[config.mk]
export PLATFORM = sky130hd
export DESIGN_NAME = bcs_top
export DESIGN_NICKNAME = d
export VERILOG_FILES = /design/src/include/bcs_pkg.sv /design/src/rtl/bcs_top.sv /design/src/rtl/bcs_stage.sv
export VERILOG_INCLUDE_DIRS = /design/src /design/src/include
export SDC_FILE = /design/constraint.sdc
export NUM_CORES = 1
export LEC_CHECK = 0
export ABC_AREA = 1
export BUFFER_PORTS_ARGS = -buffer_cell sky130_fd_sc_hd__buf_2
export CORE_UTILIZATION = 54
export DETAILED_ROUTE_END_ITERATION = 7
export GPL_ROUTABILITY_DRIVEN = 0
export PLACE_DENSITY = 0.81
export SYNTH_ARGS = -nofsm -noshare
export SYNTH_HDL_FRONTEND = slang
export SYNTH_SLANG_ARGS = --single-unit
[constraint.sdc]
create_clock -name clk_i -period 2.1 [get_ports clk_i]
set_input_delay 0.21 -clock clk_i [delete_from_list [all_inputs] [get_ports clk_i]]
set_output_delay 0.21 -clock clk_i [all_outputs]
set_load 0.005 [all_outputs]
[src/include/bcs_map.svh]
// Offsets, field positions, reset values and timing counts of the close check stages.
// Assumes inclusion by bcs_pkg and the design modules by bare name.
`ifndef BCS_MAP_SVH
`define BCS_MAP_SVH

// ============================================================
// Register offsets (byte addresses)
`define BCS_ADR_CTRL0      8'h00
`define BCS_ADR_CTRL1      8'h04
`define BCS_ADR_TMO0       8'h08
`define BCS_ADR_TMO1       8'h0c
`define BCS_ADR_ADV0       8'h10
`define BCS_ADR_ADV1       8'h14
`define BCS_ADR_STAT       8'h18
`define BCS_ADR_CMD        8'h1c

// ============================================================
// Control register fields
`define BCS_CTL_VMODE_LSB  0
`define BCS_CTL_VMODE_MSB  2
`define BCS_CTL_SMODE_LSB  3
`define BCS_CTL_SMODE_MSB  4
`define BCS_CTL_CBSEL_LSB  5
`define BCS_CTL_CBSEL_MSB  6
`define BCS_CTL_VCHK_EN    7
`define BCS_CTL_FCHK_EN    8
`define BCS_CTL_RST        32'h0000_0000

// ============================================================
// Voltage check mode mask bits
`define BCS_VM_BOTH_DEAD   0
`define BCS_VM_RDEAD_CLIVE 1
`define BCS_VM_RLIVE_CDEAD 2

// ============================================================
// Timing
`define BCS_CLK_HZ         40000000
`define BCS_TICK_MS        1
`define BCS_TICK_CYC       ((`BCS_CLK_HZ / 1000) * `BCS_TICK_MS)
`define BCS_FAIL_MS        16'h00c8
`define BCS_TMO_RST        20'h003e8
`define BCS_ADV_RST        10'h028

`endif

[src/include/bcs_pkg.sv]
// Types shared by the close check stages.
// Assumes bcs_map.svh is on the include path.
package bcs_pkg;
    `include "bcs_map.svh"

    typedef enum logic [1:0] {
        BCS_SM_OFF,
        BCS_SM_WINDOW,
        BCS_SM_ZERO
    } bcs_smode_t;

    typedef struct packed {
        logic ref_dead;
        logic ref_live;
        logic cmp_dead;
        logic cmp_live;
        logic du_ok;
        logic df_ok;
        logic ang_ok;
        logic zero_adv;
    } bcs_meas_t;

    typedef struct packed {
        logic [2:0] vmode;
        bcs_smode_t smode;
        logic [1:0] cb_sel;
        logic       vchk_en;
        logic       fchk_en;
        logic [19:0] tmo_ms;
        logic [9:0]  adv_ms;
    } bcs_cfg_t;

    typedef struct packed {
        logic       req;
        logic       ok;
        logic       fail;
        logic [1:0] close_cb;
    } bcs_out_t;
endpackage : bcs_pkg

[src/rtl/bcs_top.sv]
// Two breaker close synchronism check stages behind a classic Wishbone slave.
// Summary of operation
// - Two independent stages cover three voltages.
// - Voltage and/or frequency-phase criteria selectable.
// - Below dead limit means side dead.
// - Above live limit means side live.
// - Voltage check matches selected dead/live combination.
// - Frequency criterion needs both live, limits.
// - Zero mode closes early by closing time.
// - Window mode closes when angle inside.
// - Close command starts check cycle only.
// - Request high until sync or timeout.
// - Timeout gives fixed 200 ms fail pulse.
// - Sync issues internal close to breaker.
// - OK high while conditions hold.
// - Bypass declares synchronism always.
// - Request, OK, fail go to matrix.
// - Code letters: reference then comparison side.
// - Mode off drops frequency-phase criteria.
// - Check only when breaker selected.
// Assumes a Wishbone classic master on clk_i and measurement logic on the same clock.
`timescale 1ns/100ps
`include "bcs_map.svh"
module bcs_top
    import bcs_pkg::*;
(
    input  wire logic        clk_i,
    input  wire logic        rst_i,
    input  wire logic        cyc_i,
    input  wire logic        stb_i,
    input  wire logic        we_i,
    input  wire logic [7:0]  adr_i,
    input  wire logic [3:0]  sel_i,
    input  wire logic [31:0] dat_i,
    output logic      [31:0] dat_o,
    output logic             ack_o,
    output logic             err_o,
    input  wire logic [1:0]  close_cmd_i,
    input  wire logic [1:0]  bypass_i,
    input  wire bcs_meas_t   meas0_i,
    input  wire bcs_meas_t   meas1_i,
    output logic [1:0]       req_o,
    output logic [1:0]       ok_o,
    output logic [1:0]       fail_o,
    output logic [3:0]       close_cb_o
);
    logic [31:0] ctrl_ff [2];
    logic [19:0] tmo_ff  [2];
    logic [9:0]  adv_ff  [2];
    logic [15:0] tick_ff;
    logic        tick;
    logic [1:0]  cmd_ff;
    logic        ack_ff;
    logic        err_ff;
    logic        hit;
    logic        req;
    bcs_cfg_t    cfg [2];
    bcs_out_t    sout [2];
    bcs_meas_t   meas [2];

    // ============================================================
    // Millisecond tick
    always_ff @(posedge clk_i) begin
        if (rst_i) begin
            tick_ff <= 16'h0000;
        end else if (tick_ff == 16'((`BCS_TICK_CYC) - 1)) begin
            tick_ff <= 16'h0000;
        end else begin
            tick_ff <= tick_ff + 16'h0001;
        end
    end
    assign tick = tick_ff == 16'((`BCS_TICK_CYC) - 1);

    // ============================================================
    // Wishbone slave, one wait state then ack; unmapped addresses answer err.
    assign req = cyc_i && stb_i && !ack_ff && !err_ff;
    always_comb begin
        hit = (adr_i == `BCS_ADR_CTRL0) || (adr_i == `BCS_ADR_CTRL1) || (adr_i == `BCS_ADR_TMO0)
           || (adr_i == `BCS_ADR_TMO1) || (adr_i == `BCS_ADR_ADV0) || (adr_i == `BCS_ADR_ADV1)
           || (adr_i == `BCS_ADR_STAT) || (adr_i == `BCS_ADR_CMD);
    end

    always_ff @(posedge clk_i) begin
        if (rst_i) begin
            ack_ff <= 1'b0;
            err_ff <= 1'b0;
        end else begin
            ack_ff <= req && hit;
            err_ff <= req && !hit;
        end
    end
    assign ack_o = ack_ff;
    assign err_o = err_ff;

    function automatic logic [31:0] bmerge(input logic [31:0] old, input logic [31:0] nw, input logic [3:0] s);
        logic [31:0] r;
        r = old;
        for (int i = 0; i < 4; i++) begin
            if (s[i]) begin
                r[i*8 +: 8] = nw[i*8 +: 8];
            end
        end
        return r;
    endfunction : bmerge

    logic wr;
    assign wr = req && hit && we_i;

    always_ff @(posedge clk_i) begin
        if (rst_i) begin
            for (int k = 0; k < 2; k++) begin
                ctrl_ff[k] <= `BCS_CTL_RST;
                tmo_ff[k]  <= `BCS_TMO_RST;
                adv_ff[k]  <= `BCS_ADV_RST;
            end
        end else if (wr) begin
            if (adr_i == `BCS_ADR_CTRL0) begin
                ctrl_ff[0] <= bmerge(ctrl_ff[0], dat_i, sel_i);
            end else if (adr_i == `BCS_ADR_CTRL1) begin
                ctrl_ff[1] <= bmerge(ctrl_ff[1], dat_i, sel_i);
            end else if (adr_i == `BCS_ADR_TMO0) begin
                tmo_ff[0] <= 20'(bmerge({12'h000, tmo_ff[0]}, dat_i, sel_i));
            end else if (adr_i == `BCS_ADR_TMO1) begin
                tmo_ff[1] <= 20'(bmerge({12'h000, tmo_ff[1]}, dat_i, sel_i));
            end else if (adr_i == `BCS_ADR_ADV0) begin
                adv_ff[0] <= 10'(bmerge({22'h000000, adv_ff[0]}, dat_i, sel_i));
            end else if (adr_i == `BCS_ADR_ADV1) begin
                adv_ff[1] <= 10'(bmerge({22'h000000, adv_ff[1]}, dat_i, sel_i));
            end
        end
    end

    // Software close request pulse per stage, alongside the close command pins.
    always_ff @(posedge clk_i) begin
        if (rst_i) begin
            cmd_ff <= 2'b00;
        end else if (wr && adr_i == `BCS_ADR_CMD && sel_i[0]) begin
            cmd_ff <= dat_i[1:0];
        end else begin
            cmd_ff <= 2'b00;
        end
    end

    always_ff @(posedge clk_i) begin
        if (rst_i) begin
            dat_o <= 32'h0000_0000;
        end else if (req && hit && !we_i) begin
            if (adr_i == `BCS_ADR_CTRL0) begin
                dat_o <= {23'h000000, ctrl_ff[0][8:0]};
            end else if (adr_i == `BCS_ADR_CTRL1) begin
                dat_o <= {23'h000000, ctrl_ff[1][8:0]};
            end else if (adr_i == `BCS_ADR_TMO0) begin
                dat_o <= {12'h000, tmo_ff[0]};
            end else if (adr_i == `BCS_ADR_TMO1) begin
                dat_o <= {12'h000, tmo_ff[1]};
            end else if (adr_i == `BCS_ADR_ADV0) begin
                dat_o <= {22'h000000, adv_ff[0]};
            end else if (adr_i == `BCS_ADR_ADV1) begin
                dat_o <= {22'h000000, adv_ff[1]};
            end else if (adr_i == `BCS_ADR_STAT) begin
                dat_o <= {26'h0000000, fail_o, ok_o, req_o};
            end else begin
                dat_o <= 32'h0000_0000;
            end
        end
    end

    // ============================================================
    // Stages
    assign meas[0] = meas0_i;
    assign meas[1] = meas1_i;

    for (genvar g = 0; g < 2; g++) begin : g_stage
        always_comb begin
            cfg[g].vmode   = ctrl_ff[g][`BCS_CTL_VMODE_MSB:`BCS_CTL_VMODE_LSB];
            cfg[g].smode   = bcs_smode_t'(ctrl_ff[g][`BCS_CTL_SMODE_MSB:`BCS_CTL_SMODE_LSB]);
            cfg[g].cb_sel  = ctrl_ff[g][`BCS_CTL_CBSEL_MSB:`BCS_CTL_CBSEL_LSB];
            cfg[g].vchk_en = ctrl_ff[g][`BCS_CTL_VCHK_EN];
            cfg[g].fchk_en = ctrl_ff[g][`BCS_CTL_FCHK_EN];
            cfg[g].tmo_ms  = tmo_ff[g];
            cfg[g].adv_ms  = adv_ff[g];
        end

        bcs_stage bcs_stage_i (
            .clk_i       (clk_i),
            .rst_i       (rst_i),
            .tick_i      (tick),
            .close_cmd_i (close_cmd_i[g] | cmd_ff[g]),
            .bypass_i    (bypass_i[g]),
            .meas_i      (meas[g]),
            .cfg_i       (cfg[g]),
            .out_o       (sout[g])
        );

        assign req_o[g]            = sout[g].req;
        assign ok_o[g]             = sout[g].ok;
        assign fail_o[g]           = sout[g].fail;
        assign close_cb_o[g*2 +: 2] = sout[g].close_cb;
    end
endmodule : bcs_top

[src/rtl/bcs_stage.sv]
// One synchronism check stage: qualification, request, timeout and fail pulse.
// Assumes measurement flags synchronous to clk_i and a one-cycle millisecond tick.
`timescale 1ns/100ps
`include "bcs_map.svh"
module bcs_stage
    import bcs_pkg::*;
(
    input  wire logic      clk_i,
    input  wire logic      rst_i,
    input  wire logic      tick_i,
    input  wire logic      close_cmd_i,
    input  wire logic      bypass_i,
    input  wire bcs_meas_t meas_i,
    input  wire bcs_cfg_t  cfg_i,
    output bcs_out_t       out_o
);
    typedef enum logic [1:0] {
        BCS_IDLE,
        BCS_WAIT
    } bcs_st_t;

    bcs_st_t     st_ff;
    logic [19:0] tmo_ff;
    logic [15:0] fail_ff;
    logic [9:0]  adv_ff;
    logic        v_ok;
    logic        f_ok;
    logic        moment;
    logic        sync_ok;
    logic        checked;
    logic        adv_done;

    // ============================================================
    // Qualification
    always_comb begin
        v_ok = (cfg_i.vmode[`BCS_VM_BOTH_DEAD] && meas_i.ref_dead && meas_i.cmp_dead)
            || (cfg_i.vmode[`BCS_VM_RDEAD_CLIVE] && meas_i.ref_dead && meas_i.cmp_live)
            || (cfg_i.vmode[`BCS_VM_RLIVE_CDEAD] && meas_i.ref_live && meas_i.cmp_dead);
        f_ok = meas_i.ref_live && meas_i.cmp_live && meas_i.du_ok && meas_i.df_ok && meas_i.ang_ok;
        if (cfg_i.smode == BCS_SM_OFF) begin
            f_ok = 1'b0;
        end
    end

    // Either criterion alone, or both required when both are enabled and the sync mode is not off.
    always_comb begin
        if (bypass_i) begin
            sync_ok = 1'b1;
        end else if (cfg_i.vchk_en && cfg_i.fchk_en && cfg_i.smode != BCS_SM_OFF) begin
            sync_ok = v_ok && f_ok;
        end else if (cfg_i.vchk_en) begin
            sync_ok = v_ok;
        end else if (cfg_i.fchk_en) begin
            sync_ok = f_ok;
        end else begin
            sync_ok = 1'b0;
        end
    end

    assign checked  = cfg_i.cb_sel != 2'b00;
    assign adv_done = adv_ff == 10'h000;

    // Zero mode waits for the advance indication plus a configured lead while f_ok holds; otherwise, and in window mode, closes at once.
    always_comb begin
        if (bypass_i || !f_ok) begin
            moment = sync_ok;
        end else if (cfg_i.smode == BCS_SM_ZERO) begin
            moment = sync_ok && meas_i.zero_adv && adv_done;
        end else begin
            moment = sync_ok;
        end
    end

    // ============================================================
    // Request sequencing
    always_ff @(posedge clk_i) begin
        if (rst_i) begin
            st_ff <= BCS_IDLE;
        end else begin
            case (st_ff)
                BCS_IDLE: begin
                    if (close_cmd_i && checked && !moment) begin
                        st_ff <= BCS_WAIT;
                    end
                end
                BCS_WAIT: begin
                    if (moment || (tick_i && tmo_ff <= 20'h00001)) begin
                        st_ff <= BCS_IDLE;
                    end
                end
                default: st_ff <= BCS_IDLE;
            endcase
        end
    end

    always_ff @(posedge clk_i) begin
        if (rst_i) begin
            tmo_ff <= 20'h00000;
        end else if (st_ff == BCS_IDLE) begin
            tmo_ff <= cfg_i.tmo_ms;
        end else if (tick_i && tmo_ff != 20'h00000) begin
            tmo_ff <= tmo_ff - 20'h00001;
        end
    end

    // Advance counter rearms whenever the advance indication drops.
    always_ff @(posedge clk_i) begin
        if (rst_i) begin
            adv_ff <= 10'h000;
        end else if (!meas_i.zero_adv) begin
            adv_ff <= cfg_i.adv_ms;
        end else if (tick_i && !adv_done) begin
            adv_ff <= adv_ff - 10'h001;
        end
    end

    always_ff @(posedge clk_i) begin
        if (rst_i) begin
            fail_ff <= 16'h0000;
        end else if (st_ff == BCS_WAIT && !moment && tick_i && tmo_ff <= 20'h00001) begin
            fail_ff <= `BCS_FAIL_MS;
        end else if (tick_i && fail_ff != 16'h0000) begin
            fail_ff <= fail_ff - 16'h0001;
        end
    end

    always_ff @(posedge clk_i) begin
        if (rst_i) begin
            out_o <= '0;
        end else begin
            out_o.req  <= (st_ff == BCS_WAIT && !moment) || (st_ff == BCS_IDLE && close_cmd_i && checked && !moment);
            out_o.ok   <= sync_ok;
            out_o.fail <= fail_ff != 16'h0000;
            if ((st_ff == BCS_WAIT && moment) || (st_ff == BCS_IDLE && close_cmd_i && (moment || !checked))) begin
                out_o.close_cb <= checked ? cfg_i.cb_sel : 2'b11;
            end else begin
                out_o.close_cb <= 2'b00;
            end
        end
    end
endmodule : bcs_stage

==> results.md, run 1 <==
- Clock Skew: about 0.015 ns
- Yosys cell types: 54
- Synth Cell Area: 11580 um^2
- Flip-flop and latch area: 5225 um^2
- CTS Sinks: 222
- Peak VDD IR: between 0.6 and 0.7 mV
- Post-DP HPWL: 23080 um
- Post-Syn Instances: ~1500
- Yosys top cell area share: 24.89%
- Die Area: 22040 um^2
- Switching power: between 2 and 3 mW
- Sequential share of the synthesized area: 45.11%
- Final Total Pwr: 10.09 mW
- Ratio of cells with drive above 1 in the final layout: 15.36%
- Multi-input logic area: 5440 um^2
- Boundary Pins: 113
- Area delta synth->final: 15.85%
- Die width: ~150 um
- Leakage: 5.827 nW
- Fmax: around 490 MHz
- Ys async rst share: 0%
- Htree depth: 1
- Logic gate share of total power: 8.6%
- Clk slew on worst S/H paths: about 0.06 ns
- Layout Utilization: 63.84%
- CTS tree: done
- Syn Area/Cell: 7.537 um^2
- Yosys top cell by area: dfxtp_1
- Total track usage: between 20% and 30%
- Synthesis-stage register bit count: 222
- Worst Setup Start Kind: flop
- Max clock buf depth: 3
- P per Cell Area: 751.6 nW/um^2
- Final period util: 97.81%
- Clk_lat worst skew: 0.53 ns
- Via density: ~5.5
- Final Setup Violations: 0
- Max-slew violations: 0
- IO buf count: 87
- Status: completed
- DR WL/cell: roughly 16 um
- Starting density of the core: approximately 55%
- Chip Height: 148.5 um
- TritonRoute pass-1 iters: 5
- Clock power share: between 40% and 50%
- Yosys warns: 0
- Num rows: 53
- DR vias: 10850
- Critical path data required time: 2.40 ns
- Internal: 7.559 mW
- Hold WC Path Type: in -> reg
- Final instance area: between 10000 and 15000 um^2
- Min Hold Slack: 0.03059 ns
- Fin. Hold Viols: 0
- Total CTS buffers: 24
- Initial antenna violation count: 2
- Setup Fix Bufs, Post-CTS: 0
- Synth area leaders: dfxtp_1, edfxtp_1, nand2_1, nor2_1, inv_1
- First-pass GRT wire length: roughly 50000 um
- Routed wire length: around 31000 um
- Slew margin rel.: about half
- Slew @ Worst Pin: between 0.7 and 0.8 ns
- Sw frac: between 20% and 30%
- Post-route DRC violation count: 0
- CTS root buf: clkbuf_16
- Fillers: between 1500 and 2000
- Number of global-route vias before repair: approximately 10000
- EDFF count, synth: between 70 and 80
- Antenna-violating nets left: 0
- Global route overflow: 0
- Iteration-0 DRC Markers: 887
- Max_cap viols: 0
- Crit end category: flop
- Placement Cell Area: 12500 um^2
- Fin Setup TNS: 0 ns
- Largest net degree at the start of global routing: 31
- Most used DFF post-synth: dfxtp_1
- Nets@finish: 1740
- Critical Path AT: 2.35 ns
- CP max FO: 8
- Crit path kind: reg -> reg
- Placeable core region: 21020 um^2
- Shortest period the worst path allows: 2.054 ns
- Sequential share of power: between 40% and 50%
==> stage by stage <==
step | cells | setup slack (ns)
after floorplan | 1548 | -0.08890
after global placement | 1909 | 0.08625
after detailed placement | 1909 | -0.02508
after CTS | 1955 | 0.06301
after global routing | 1957 | -0.05464
final | 1959 | 0.04604
==> sequential cells by signal, indices dropped and copies added (netlist names) <==
signal,cells
g_stage.bcs_stage_i.tmo_ff,40
g_stage.bcs_stage_i.adv_ff,20
ack_o,1
g_stage.bcs_stage_i.out_o,10
g_stage.bcs_stage_i.fail_ff,32
dat_o,20
g_stage.bcs_stage_i.st_ff,2
cmd_ff,2
err_o,1
ctrl_ff,18
tick_ff,16
tmo_ff,40
adv_ff,20
==> layout by cell type (no fill, tap or decap), drive strengths merged, types with 2 or more instances in the layout <==
cell type | Yosys | final
dlygate4sd3 | 0 | 2
o21ai | 97 | 97
dfxtp | 144 | 144
a31oi | 20 | 20
conb | 1 | 12
nor4 | 8 | 8
ha | 9 | 9
nor3b | 2 | 2
inv | 183 | 186
o31ai | 3 | 3
o21a | 4 | 4
a211oi | 4 | 4
a22o | 3 | 3
nand4 | 30 | 30
o22ai | 5 | 5
nor2 | 241 | 241
clkbuf | 19 | 30
a22oi | 6 | 6
diode | 0 | 4
a21oi | 113 | 113
clkinv | 3 | 6
edfxtp | 78 | 78
o211ai | 10 | 10
clkinvlp | 0 | 5
or2 | 4 | 4
nand3b | 4 | 4
xor2 | 35 | 35
nand2 | 348 | 348
bufinv | 0 | 3
nand3 | 76 | 76
buf | 32 | 137
nor3 | 39 | 39
xnor2 | 12 | 12
==> worst max-delay path, stage by stage (launching register included) <==
cell     delay, ns
dfxtp_1       0.31
nor3_1        0.35
nand2_2       0.18
nor3_2        0.17
nand4_1       0.21
o21ai_0       0.31
inv_1         0.13
buf_12        0.16
==> layer usage <==
metal | vias up | routed length [um] | GRT usage [%]
met2 | 452 | 14830 | 47.83
met1 | 5019 | 13170 | 38.06
met4 | 0 | 1030 | 11.49
li1 | 5298 | - | -
met3 | 77 | 2258 | 4.018
met5 | - | 0 | 0
==> cells by family after synthesis <==
group                      count (synthesis)  synth area share (%)
xor gates and xnor gates                  47                 3.554
DFF                                      222                 45.11
and+or+nand+nor                          754                 28.62
adders and majority gates                  9                0.9721
buffers and inverters                    237                 8.728
other                                      1               0.03237
AOI/OAI and AO/OA                        267                 12.98
==> power by group through the flow <==
stage	clock network, mW	logic (mW)	registers, mW
6_report	4.49	0.872	4.72
3_5_place_dp	0	0.841	4.81
3_3_place_gp	0	0.816	4.80
2_1_floorplan	0	0.603	4.76
4_1_cts	4.52	0.853	4.71
5_1_grt	4.69	0.983	4.73
==> repair_timing <==
| action | in CTS | in global routing |
|---|---|---|
| endpoints found under the hold margin | 2 | 0 |
| hold buffers | 2 | 0 |
| gates resized for setup | 0 | 15 |
| endpoints found under the setup margin | 0 | 81 |
==> synthesized netlist by cell type, drive strengths merged, types with 4 or more instances <==
cell / instances
nand2: 348
nor2: 241
inv: 183
dfxtp: 144
a21oi: 113
o21ai: 97
edfxtp: 78
nand3: 76
nor3: 39
xor2: 35
buf: 32
nand4: 30
a31oi: 20
clkbuf: 19
xnor2: 12
o211ai: 10
ha: 9
nor4: 8
a22oi: 6
o22ai: 5
a211oi: 4
nand3b: 4
o21a: 4
or2: 4
==> cell type report <==
class	count	area share, %
Antenna cell	4	0.07459
Clock buffer	30	5.035
Clock inverter	14	1.221
Inverter	186	5.249
Multi-Input combinational cell	1089	40.54
Sequential cell	222	38.94
Tap cell	275	2.564
Timing Repair Buffer	139	6.378
==> path summary, 6_finish.rpt <==
check,from,to,slack (ns),cells past startpoint
worst max-delay path,ack_o$_SDFF_PP0_,ctrl_ff[0][34]$_SDFFCE_PP0P_,0.05,7
worst min-delay path,dat_i[10],tmo_ff[0][10]$_SDFFCE_PN0P_,0.03,3
worst max register to register,ack_o$_SDFF_PP0_,ctrl_ff[0][34]$_SDFFCE_PP0P_,0.05,7
worst min register to register,tick_ff[0]$_SDFF_PP0_,tick_ff[0]$_SDFF_PP0_,0.45,1
Note: power is estimated with default switching activity, not from simulation.
==> run 2: changes to the inputs <==
--- a/config.mk
+++ b/config.mk
@@ -8,10 +8,13 @@
 export LEC_CHECK = 0
 export ABC_AREA = 1
 export BUFFER_PORTS_ARGS = -buffer_cell sky130_fd_sc_hd__buf_2
-export CORE_UTILIZATION = 54
+export CELL_PAD_IN_SITES_DETAIL_PLACEMENT = 1
+export CELL_PAD_IN_SITES_GLOBAL_PLACEMENT = 2
+export CORE_UTILIZATION = 31
 export DETAILED_ROUTE_END_ITERATION = 7
 export GPL_ROUTABILITY_DRIVEN = 0
-export PLACE_DENSITY = 0.81
+export HOLD_SLACK_MARGIN = 0.06
+export PLACE_DENSITY_LB_ADDON = 0.1
 export SYNTH_ARGS = -nofsm -noshare
 export SYNTH_HDL_FRONTEND = slang
 export SYNTH_SLANG_ARGS = --single-unit
==> run 2 against run 1 <==
Sequential power barely moved. Cell count grew 14%. Utilization down 24 points. Setup slack gained 0.053 ns. Worst hold slack better by 0.062 ns. Maximum frequency increased by 2.6%. Critical endpoint is now g_stage[0].bcs_stage_i.fail_ff[7]$_SDFFE_PP0P_. Largest power group is now clock.
==> results.md, run 2 (synthesis gave the netlist of run 1 again) <==
- Status: completed
- Peak VDD IR: 0.6357 mV
- IO buf count: 87
- Max-slew violations: 0
- Number of inserted diodes: 0
- Shortest period the worst path allows: between 2 and 2.5 ns
- TritonRoute pass-1 iters: 4
- First-pass GRT wire length: 62510 um
- CTS root buf: clkbuf_16
- Die width: 195.3 um
- CP max FO: 3
- P per Cell Area: 775.2 nW/um^2
- Fillers: 4515
- Slowest CP cell: dfxtp_2
- Worst path cell trace: ha_4, nand2_2, inv_2, nand2_4, nor2_4, nand2_4, nor2_4, buf_12, nand2_4, a21oi_4, nand3_4, buf_6, nand3_2, nand2_1, inv_1
- Setup Slack @ Placement: ~0.022 ns
- Final period util: 95.30%
- Clk slew on worst S/H paths: 0.06 ns
- Post-route DRC violation count: 0
- Fin Setup TNS: 0 ns
- Boundary Pins: 113
- Worst Setup Start Kind: flop
- Post-DP HPWL: 30290 um
- Slew margin rel.: 57.75%
- Via density: 4.817
- Initial antenna violation count: 0
- Clk_lat worst skew: around 0.56 ns
- Largest net degree at the start of global routing: 37
- Max_cap viols: 0
- Die Area: 38140 um^2
- Most used cell, CP: nand2_4
- Critical path's largest stage delay: 0.35 ns
- Total track usage: 21.02%
- Layout Utilization: 39.95%
- DR vias: 10750
- CP delay by family, top: simple AND/OR/NAND/NOR gates
- CTS Sinks: 222
- Number of global-route vias before repair: 11150
- Fin. Hold Viols: 0
- Multi-input logic area: 5525 um^2
- Slew @ Worst Pin: 0.6330 ns
- Critical path data required time: 2.61 ns
- Hold WC Path Type: in -> reg
- CTS tree: done
- DR WL/cell: 17.73 um
- Leading cell type in the layout, fill and taps excluded: nand2_1
- Max clock buf depth: 3
- Starting density of the core: 31.56%
- Worst path bufs/invs: 4
- Antenna-violating nets left: 0
- Crit path kind: reg -> reg
- Area delta synth->final: 26.56%
- Fmax: 499.7 MHz
- Post-placement cell count: between 2000 and 2500
- Final Setup Violations: 0
- Clock Skew: 0.01167 ns
- Flip-flop and latch area: 5230 um^2
- Iteration-0 DRC Markers: 471
- Placeable core region: 36700 um^2
- Htree depth: 1
- Leakage: 6.349 nW
- Critical Path AT: 2.51 ns
- Ratio of cells with drive above 1 in the final layout: 18.66%
- Routed wire length: 39560 um
- Final std cells w/o fill: 2231
- Chip Height: 195.3 um
- Commonest cells after routing, fill and taps aside: nand2_1, nor2_1, inv_1
- Num rows: 70
- Final Worst Setup Slack: 0.09869 ns
- Final Total Pwr: 11.37 mW
- Total CTS buffers: 29
- Nets@finish: ~1800
- Top Registers: g_stage.bcs_stage_i.tmo_ff: 40 flops, tmo_ff: 40 flops, g_stage.bcs_stage_i.fail_ff: 32 flops
- Global route overflow: 0
- Crit end category: flop
## run 2: cell types whose count changed in the layout (fill, tap and decap cells not counted), sizes merged
| cell | change |
|---|---|
| buf | +49 |
| bufinv | +5 |
| clkbuf | +6 |
| clkinv | +1 |
| clkinvlp | -2 |
| diode | -4 |
| dlygate4sd3 | +25 |
| inv | -1 |
## run 2: final cells by class
| type | count | area share, % |
|---|---|---|
| clock inverter | 17 | 2.014 |
| timing repair buffer | 213 | 10.45 |
| multi-input combinational | 1089 | 37.69 |
| inverter | 186 | 4.779 |
| sequential | 222 | 35.67 |
| tap | 468 | 3.994 |
| clock buffer | 36 | 5.402 |
## run 2: report_power, final
| group | internal [mW] | switching [mW] |
|---|---|---|
| Clock | 3.64 | 2.01 |
| Combinational | 0.369 | 0.625 |
| Sequential | 4.59 | 0.133 |
## run 2: tightest hold or removal path, delay by kind of cell
| kind | cells | cell delay, ns |
|---|---|---|
| buffers and inverters | 2 | 0.13 |
| AND/OR/NAND/NOR | 2 | 0.17 |
| AO/OA/AOI/OAI | 1 | 0.09 |
## run 2: timing repair
action                     4_1_cts  5_1_grt
hold buffers                    27        0
setup endpoints to repair        0       85
hold endpoints to repair        48        0
setup buffers                    0       11
gates resized for setup          0       40
## run 2: worst paths after layout
kind	from	endpoint	cells past startpoint	slack, ns
min	meas0_i[1]	g_stage[0].bcs_stage_i.out_o[3]$_SDFF_PP0_	5	0.09
max	tick_ff[1]$_SDFF_PP0_	g_stage[0].bcs_stage_i.fail_ff[7]$_SDFFE_PP0P_	15	0.1
min reg2reg	tick_ff[0]$_SDFF_PP0_	tick_ff[0]$_SDFF_PP0_	1	0.43
max reg2reg	tick_ff[1]$_SDFF_PP0_	g_stage[0].bcs_stage_i.fail_ff[7]$_SDFFE_PP0P_	15	0.1
## run 2: routing by layer
metal	up-vias	GRT usage (%)	share of wire [%]	wire length, um
met5	-	0	0	0
met4	0	4.608	2.0	808
met3	37	2.435	2.7	1082
met2	137	35.07	47	18480
met1	5142	29.08	49	19190
li1	5431	-	-	-
## run 2: stage by stage
step / area (um^2) / hold WS (ns)
2_1_floorplan: 11630 / 0.3733
3_3_place_gp: 13060 / 0.4289
3_5_place_dp: 13060 / 0.4355
4_1_cts: 14420 / 0.06802
5_1_grt: 14660 / 0.1168
6_report: 14660 / 0.09280
==> run 3: changes to the inputs <==
--- a/config.mk
+++ b/config.mk
@@ -6,11 +6,10 @@
 export SDC_FILE = /design/constraint.sdc
 export NUM_CORES = 1
 export LEC_CHECK = 0
-export ABC_AREA = 1
 export BUFFER_PORTS_ARGS = -buffer_cell sky130_fd_sc_hd__buf_2
 export CELL_PAD_IN_SITES_DETAIL_PLACEMENT = 1
 export CELL_PAD_IN_SITES_GLOBAL_PLACEMENT = 2
-export CORE_UTILIZATION = 31
+export CORE_UTILIZATION = 40
 export DETAILED_ROUTE_END_ITERATION = 7
 export GPL_ROUTABILITY_DRIVEN = 0
 export HOLD_SLACK_MARGIN = 0.06
==> constraint.sdc (replaced) <==
create_clock -name clk_i -period 2.59 [get_ports clk_i]
set_input_delay 0.259 -clock clk_i [delete_from_list [all_inputs] [get_ports clk_i]]
set_output_delay 0.259 -clock clk_i [all_outputs]
set_load 0.005 [all_outputs]
==> run 3 against run 2 <==
Via count decreased by 6.8%. Global-route usage rose by 4.8 points. Cell count fell by 23%. Sequential power decreased by 19%. Total power down 28%. Sequential share of layout area increased by 2.8 points. Utilization increased by 10 points. Synthesized area shrank 3.7%. Die area shrank 25%. Combinational power decreased by 33%. Critical endpoint is now g_stage[1].bcs_stage_i.tmo_ff[18]$_SDFFE_PP0P_. Largest cell class unchanged. Largest power group is now sequential cells.
==> results.md, run 3 <==
- CTS tree: done
- Post-Syn Instances: around 1200
- Sequential share of the synthesized area: 46.86%
- Area delta synth->final: 21.84%
- Worst r2r dst: g_stage[1].bcs_stage_i.tmo_ff[18]$_SDFFE_PP0P_
- Status: completed
- Via density: 5.799
- Total CTS buffers: 26
- Max-slew violations: 0
- XOR/XNOR Fraction of Synth Area: ~2.7%
- Die Area: 28550 um^2
- Post-synthesis compound-gate area fraction: 16.58%
- Clk slew on worst S/H paths: 0.06 ns
- Boundary Pins: 113
- Most used DFF post-synth: dfxtp_1
- Final std cells w/o fill: 1728
- RSZ-0062 raised after global routing: yes
- Multiplexer share of the synthesized area: 1.930%
- Htree depth: 1
- Post-DP HPWL: 27300 um
- Layout Utilization: 49.99%
- Hold WC Path Type: in -> reg
- First-pass GRT wire length: 57300 um
- Ratio of cells with drive above 1 in the final layout: 19.84%
- Logic gate share of total power: 8.2%
- Syn Area/Cell: 9.393 um^2
- Number of global-route vias before repair: 10040
- Starting density of the core: 41.03%
- Internal: approximately 6.2 mW
- Shortest period the worst path allows: between 2 and 3 ns
- Num rows: 60
- Antenna-violating nets left: 0
- Largest net degree at the start of global routing: 53
- CP max FO: 4
- Sw frac: 24.31%
- Total track usage: about a quarter
- Nets@finish: 1414
- Commonest cells after routing, fill and taps aside: dfxtp_1, nor2_1, buf_4
- Synth area leaders: dfxtp_1, edfxtp_1, nor2_1, and2_1, nor4_1
- Final period util: 96.60%
- Leakage: 4.920 nW
- P per Cell Area: 604.7 nW/um^2
- Slowest CP cell: or4_1
- Setup crit start: g_stage[1].bcs_stage_i.tmo_ff[10]$_SDFFE_PP0P_
- Critical path's largest stage delay: 0.60 ns
- Critical path data required time: 3.03 ns
- Yosys cell types: 81
- Clock power share: a little under half
- Largest family of logic cells by synthesized area: simple AND/OR/NAND/NOR gates
- DR WL/cell: 21.28 um
- Post-synthesis adder-cell area fraction: between 1 and 1.5%
- Ys async rst share: 0%
- Synthesis-stage register bit count: 222
- Crit path kind: reg -> reg
- IO buf count: 87
- Yosys warns: 0
- RR Startpoint: g_stage[1].bcs_stage_i.tmo_ff[10]$_SDFFE_PP0P_
- Switching power: approximately 2.0 mW
- Most used cell, CP: or4_1
- Fillers: 3156
- TritonRoute pass-1 iters: 5
- Post-route DRC violation count: 0
- Reg2reg path depth: 5
- DR vias: roughly 10000
- Max_cap viols: 0
- Post-placement cell count: 1669
- Post-synth top cells: dfxtp_1, nor2_1, edfxtp_1
- Leading cell type in the layout, fill and taps excluded: dfxtp_1
- Sequential share of power: 46.5%
- Yosys top cell by area: dfxtp_1
- Peak VDD IR: 0.3742 mV
- Global route overflow: 0
- Clk_lat worst skew: ~0.53 ns
- Placeable core region: between 20000 and 30000 um^2
- Post-synthesis simple-gate area fraction: approximately a quarter
- CTS Sinks: 222
- Final Setup Violations: 0
- Worst Setup Start Kind: flop
- Max clock buf depth: 3
- Routed wire length: 36780 um
- Worst path cell trace: or4_1, or4_1, or3_1, o311a_1, nor4_1
- Fmax: 399.7 MHz
- Crit path to: g_stage[1].bcs_stage_i.tmo_ff[18]$_SDFFE_PP0P_
- Critical Path AT: between 2 and 3 ns
- Number of inserted diodes: 0
- Yosys top cell area share: 25.86%
- Die width: 169.0 um
- R2R setup slack: between 0.08 and 0.09 ns
- Slew @ Worst Pin: 0.7705 ns
- Crit end category: flop
- Clock Skew: ~0.0097 ns
- CTS root buf: clkbuf_16
- Iteration-0 DRC Markers: 761
- Top Registers: g_stage.bcs_stage_i.tmo_ff: 40 flops, tmo_ff: 40 flops, g_stage.bcs_stage_i.fail_ff: 32 flops
- EDFF count, synth: 78
- Fin. Hold Viols: 0
- Chip Height: 169.0 um
- Slew margin rel.: ~48%
- Most common cell in the netlist: dfxtp_1
- Synth Cell Area: between 10000 and 15000 um^2
- Initial antenna violation count: 0
==> run 3: layer usage <==
metal	track usage, %	part of all wire [%]	vias to the layer above
met1	35.82	47	4991
met3	2.993	3.3	49
li1	-	-	4799
met4	6.008	2.0	0
met2	42.90	48	181
met5	0	0	-
==> run 3: final cells by class <==
type / instances / area [um^2] / share of cell area [%]
inverters: 36 / 135.1 / 0.9948
flip-flops and latches: 222 / 5226 / 38.47
clock buffers: 35 / 715.7 / 5.268
repair buffers: 189 / 1280 / 9.422
well taps: 372 / 465.4 / 3.426
multi-input cells: 861 / 5614 / 41.33
clock inverters: 13 / 147.6 / 1.087
==> run 3: worst min path at each step <==
stage	startpoint	end	slack, ns	depth (start not counted)
final	dat_i[6]	tmo_ff[0][26]$_SDFFCE_PN1P_	0.09	2
after detailed placement	dat_o[15]$_SDFFE_PP0P_	dat_o[15]$_SDFFE_PP0P_	0.45	2
after CTS	dat_i[5]	adv_ff[0][15]$_SDFFCE_PP1P_	0.06	2
after floorplan	dat_i[0]	cmd_ff[0]$_SDFF_PP0_	0.38	1
after global placement	dat_o[19]$_SDFFE_PP0P_	dat_o[19]$_SDFFE_PP0P_	0.44	2
after global routing	dat_i[6]	tmo_ff[0][6]$_SDFFCE_PN1P_	0.09	2
==> run 3: repair_timing <==
item	4_1_cts	5_1_grt
pin swaps	0	7
gates resized for setup	1	18
buffers inserted	0	1
endpoints found under the setup margin	2	41
hold buffers	9	0
endpoints found under the hold margin	16	0
cloned	0	1
==> run 3: cells by family after synthesis <==
family	after synthesis
buffers and inverters	116
flip-flops	222
other	1
XOR/XNOR	35
AO/OA/AOI/OAI	253
multiplexers	21
adder cells (fa/ha/maj)	9
AND/OR/NAND/NOR	530
==> run 3: power groups by stage <==
stage	sequential, mW	clock [mW]	combinational (mW)
global placement	3.88	0	0.634
finish	3.82	3.73	0.670
global route	3.83	3.94	0.736
floorplan	3.85	0	0.395
detailed placement	3.89	0	0.647
CTS	3.81	3.80	0.663
==> run 3: critical path: cells and delay by family (launching register included) <==
kind | cells | cell delay, ns
simple gates | 4 | 1.77
flops | 1 | 0.34
compound gates | 1 | 0.30
==> run 3: stage by stage <==
stage                      TNS, ns  setup WS [ns]  instance area [um^2]  total power, mW  hold WS (ns)
after global placement           0        0.04227                 12500            4.518        0.4388
after floorplan             -3.558        -0.2224                 11200            4.248        0.3807
after detailed placement  -0.02876       -0.02773                 12500            4.535        0.4464
after CTS                        0       0.001116                 13460            8.274       0.06349
after global routing      -0.04569       -0.04569                 13580            8.503       0.08876
final                            0        0.08806                 13580            8.214       0.08744
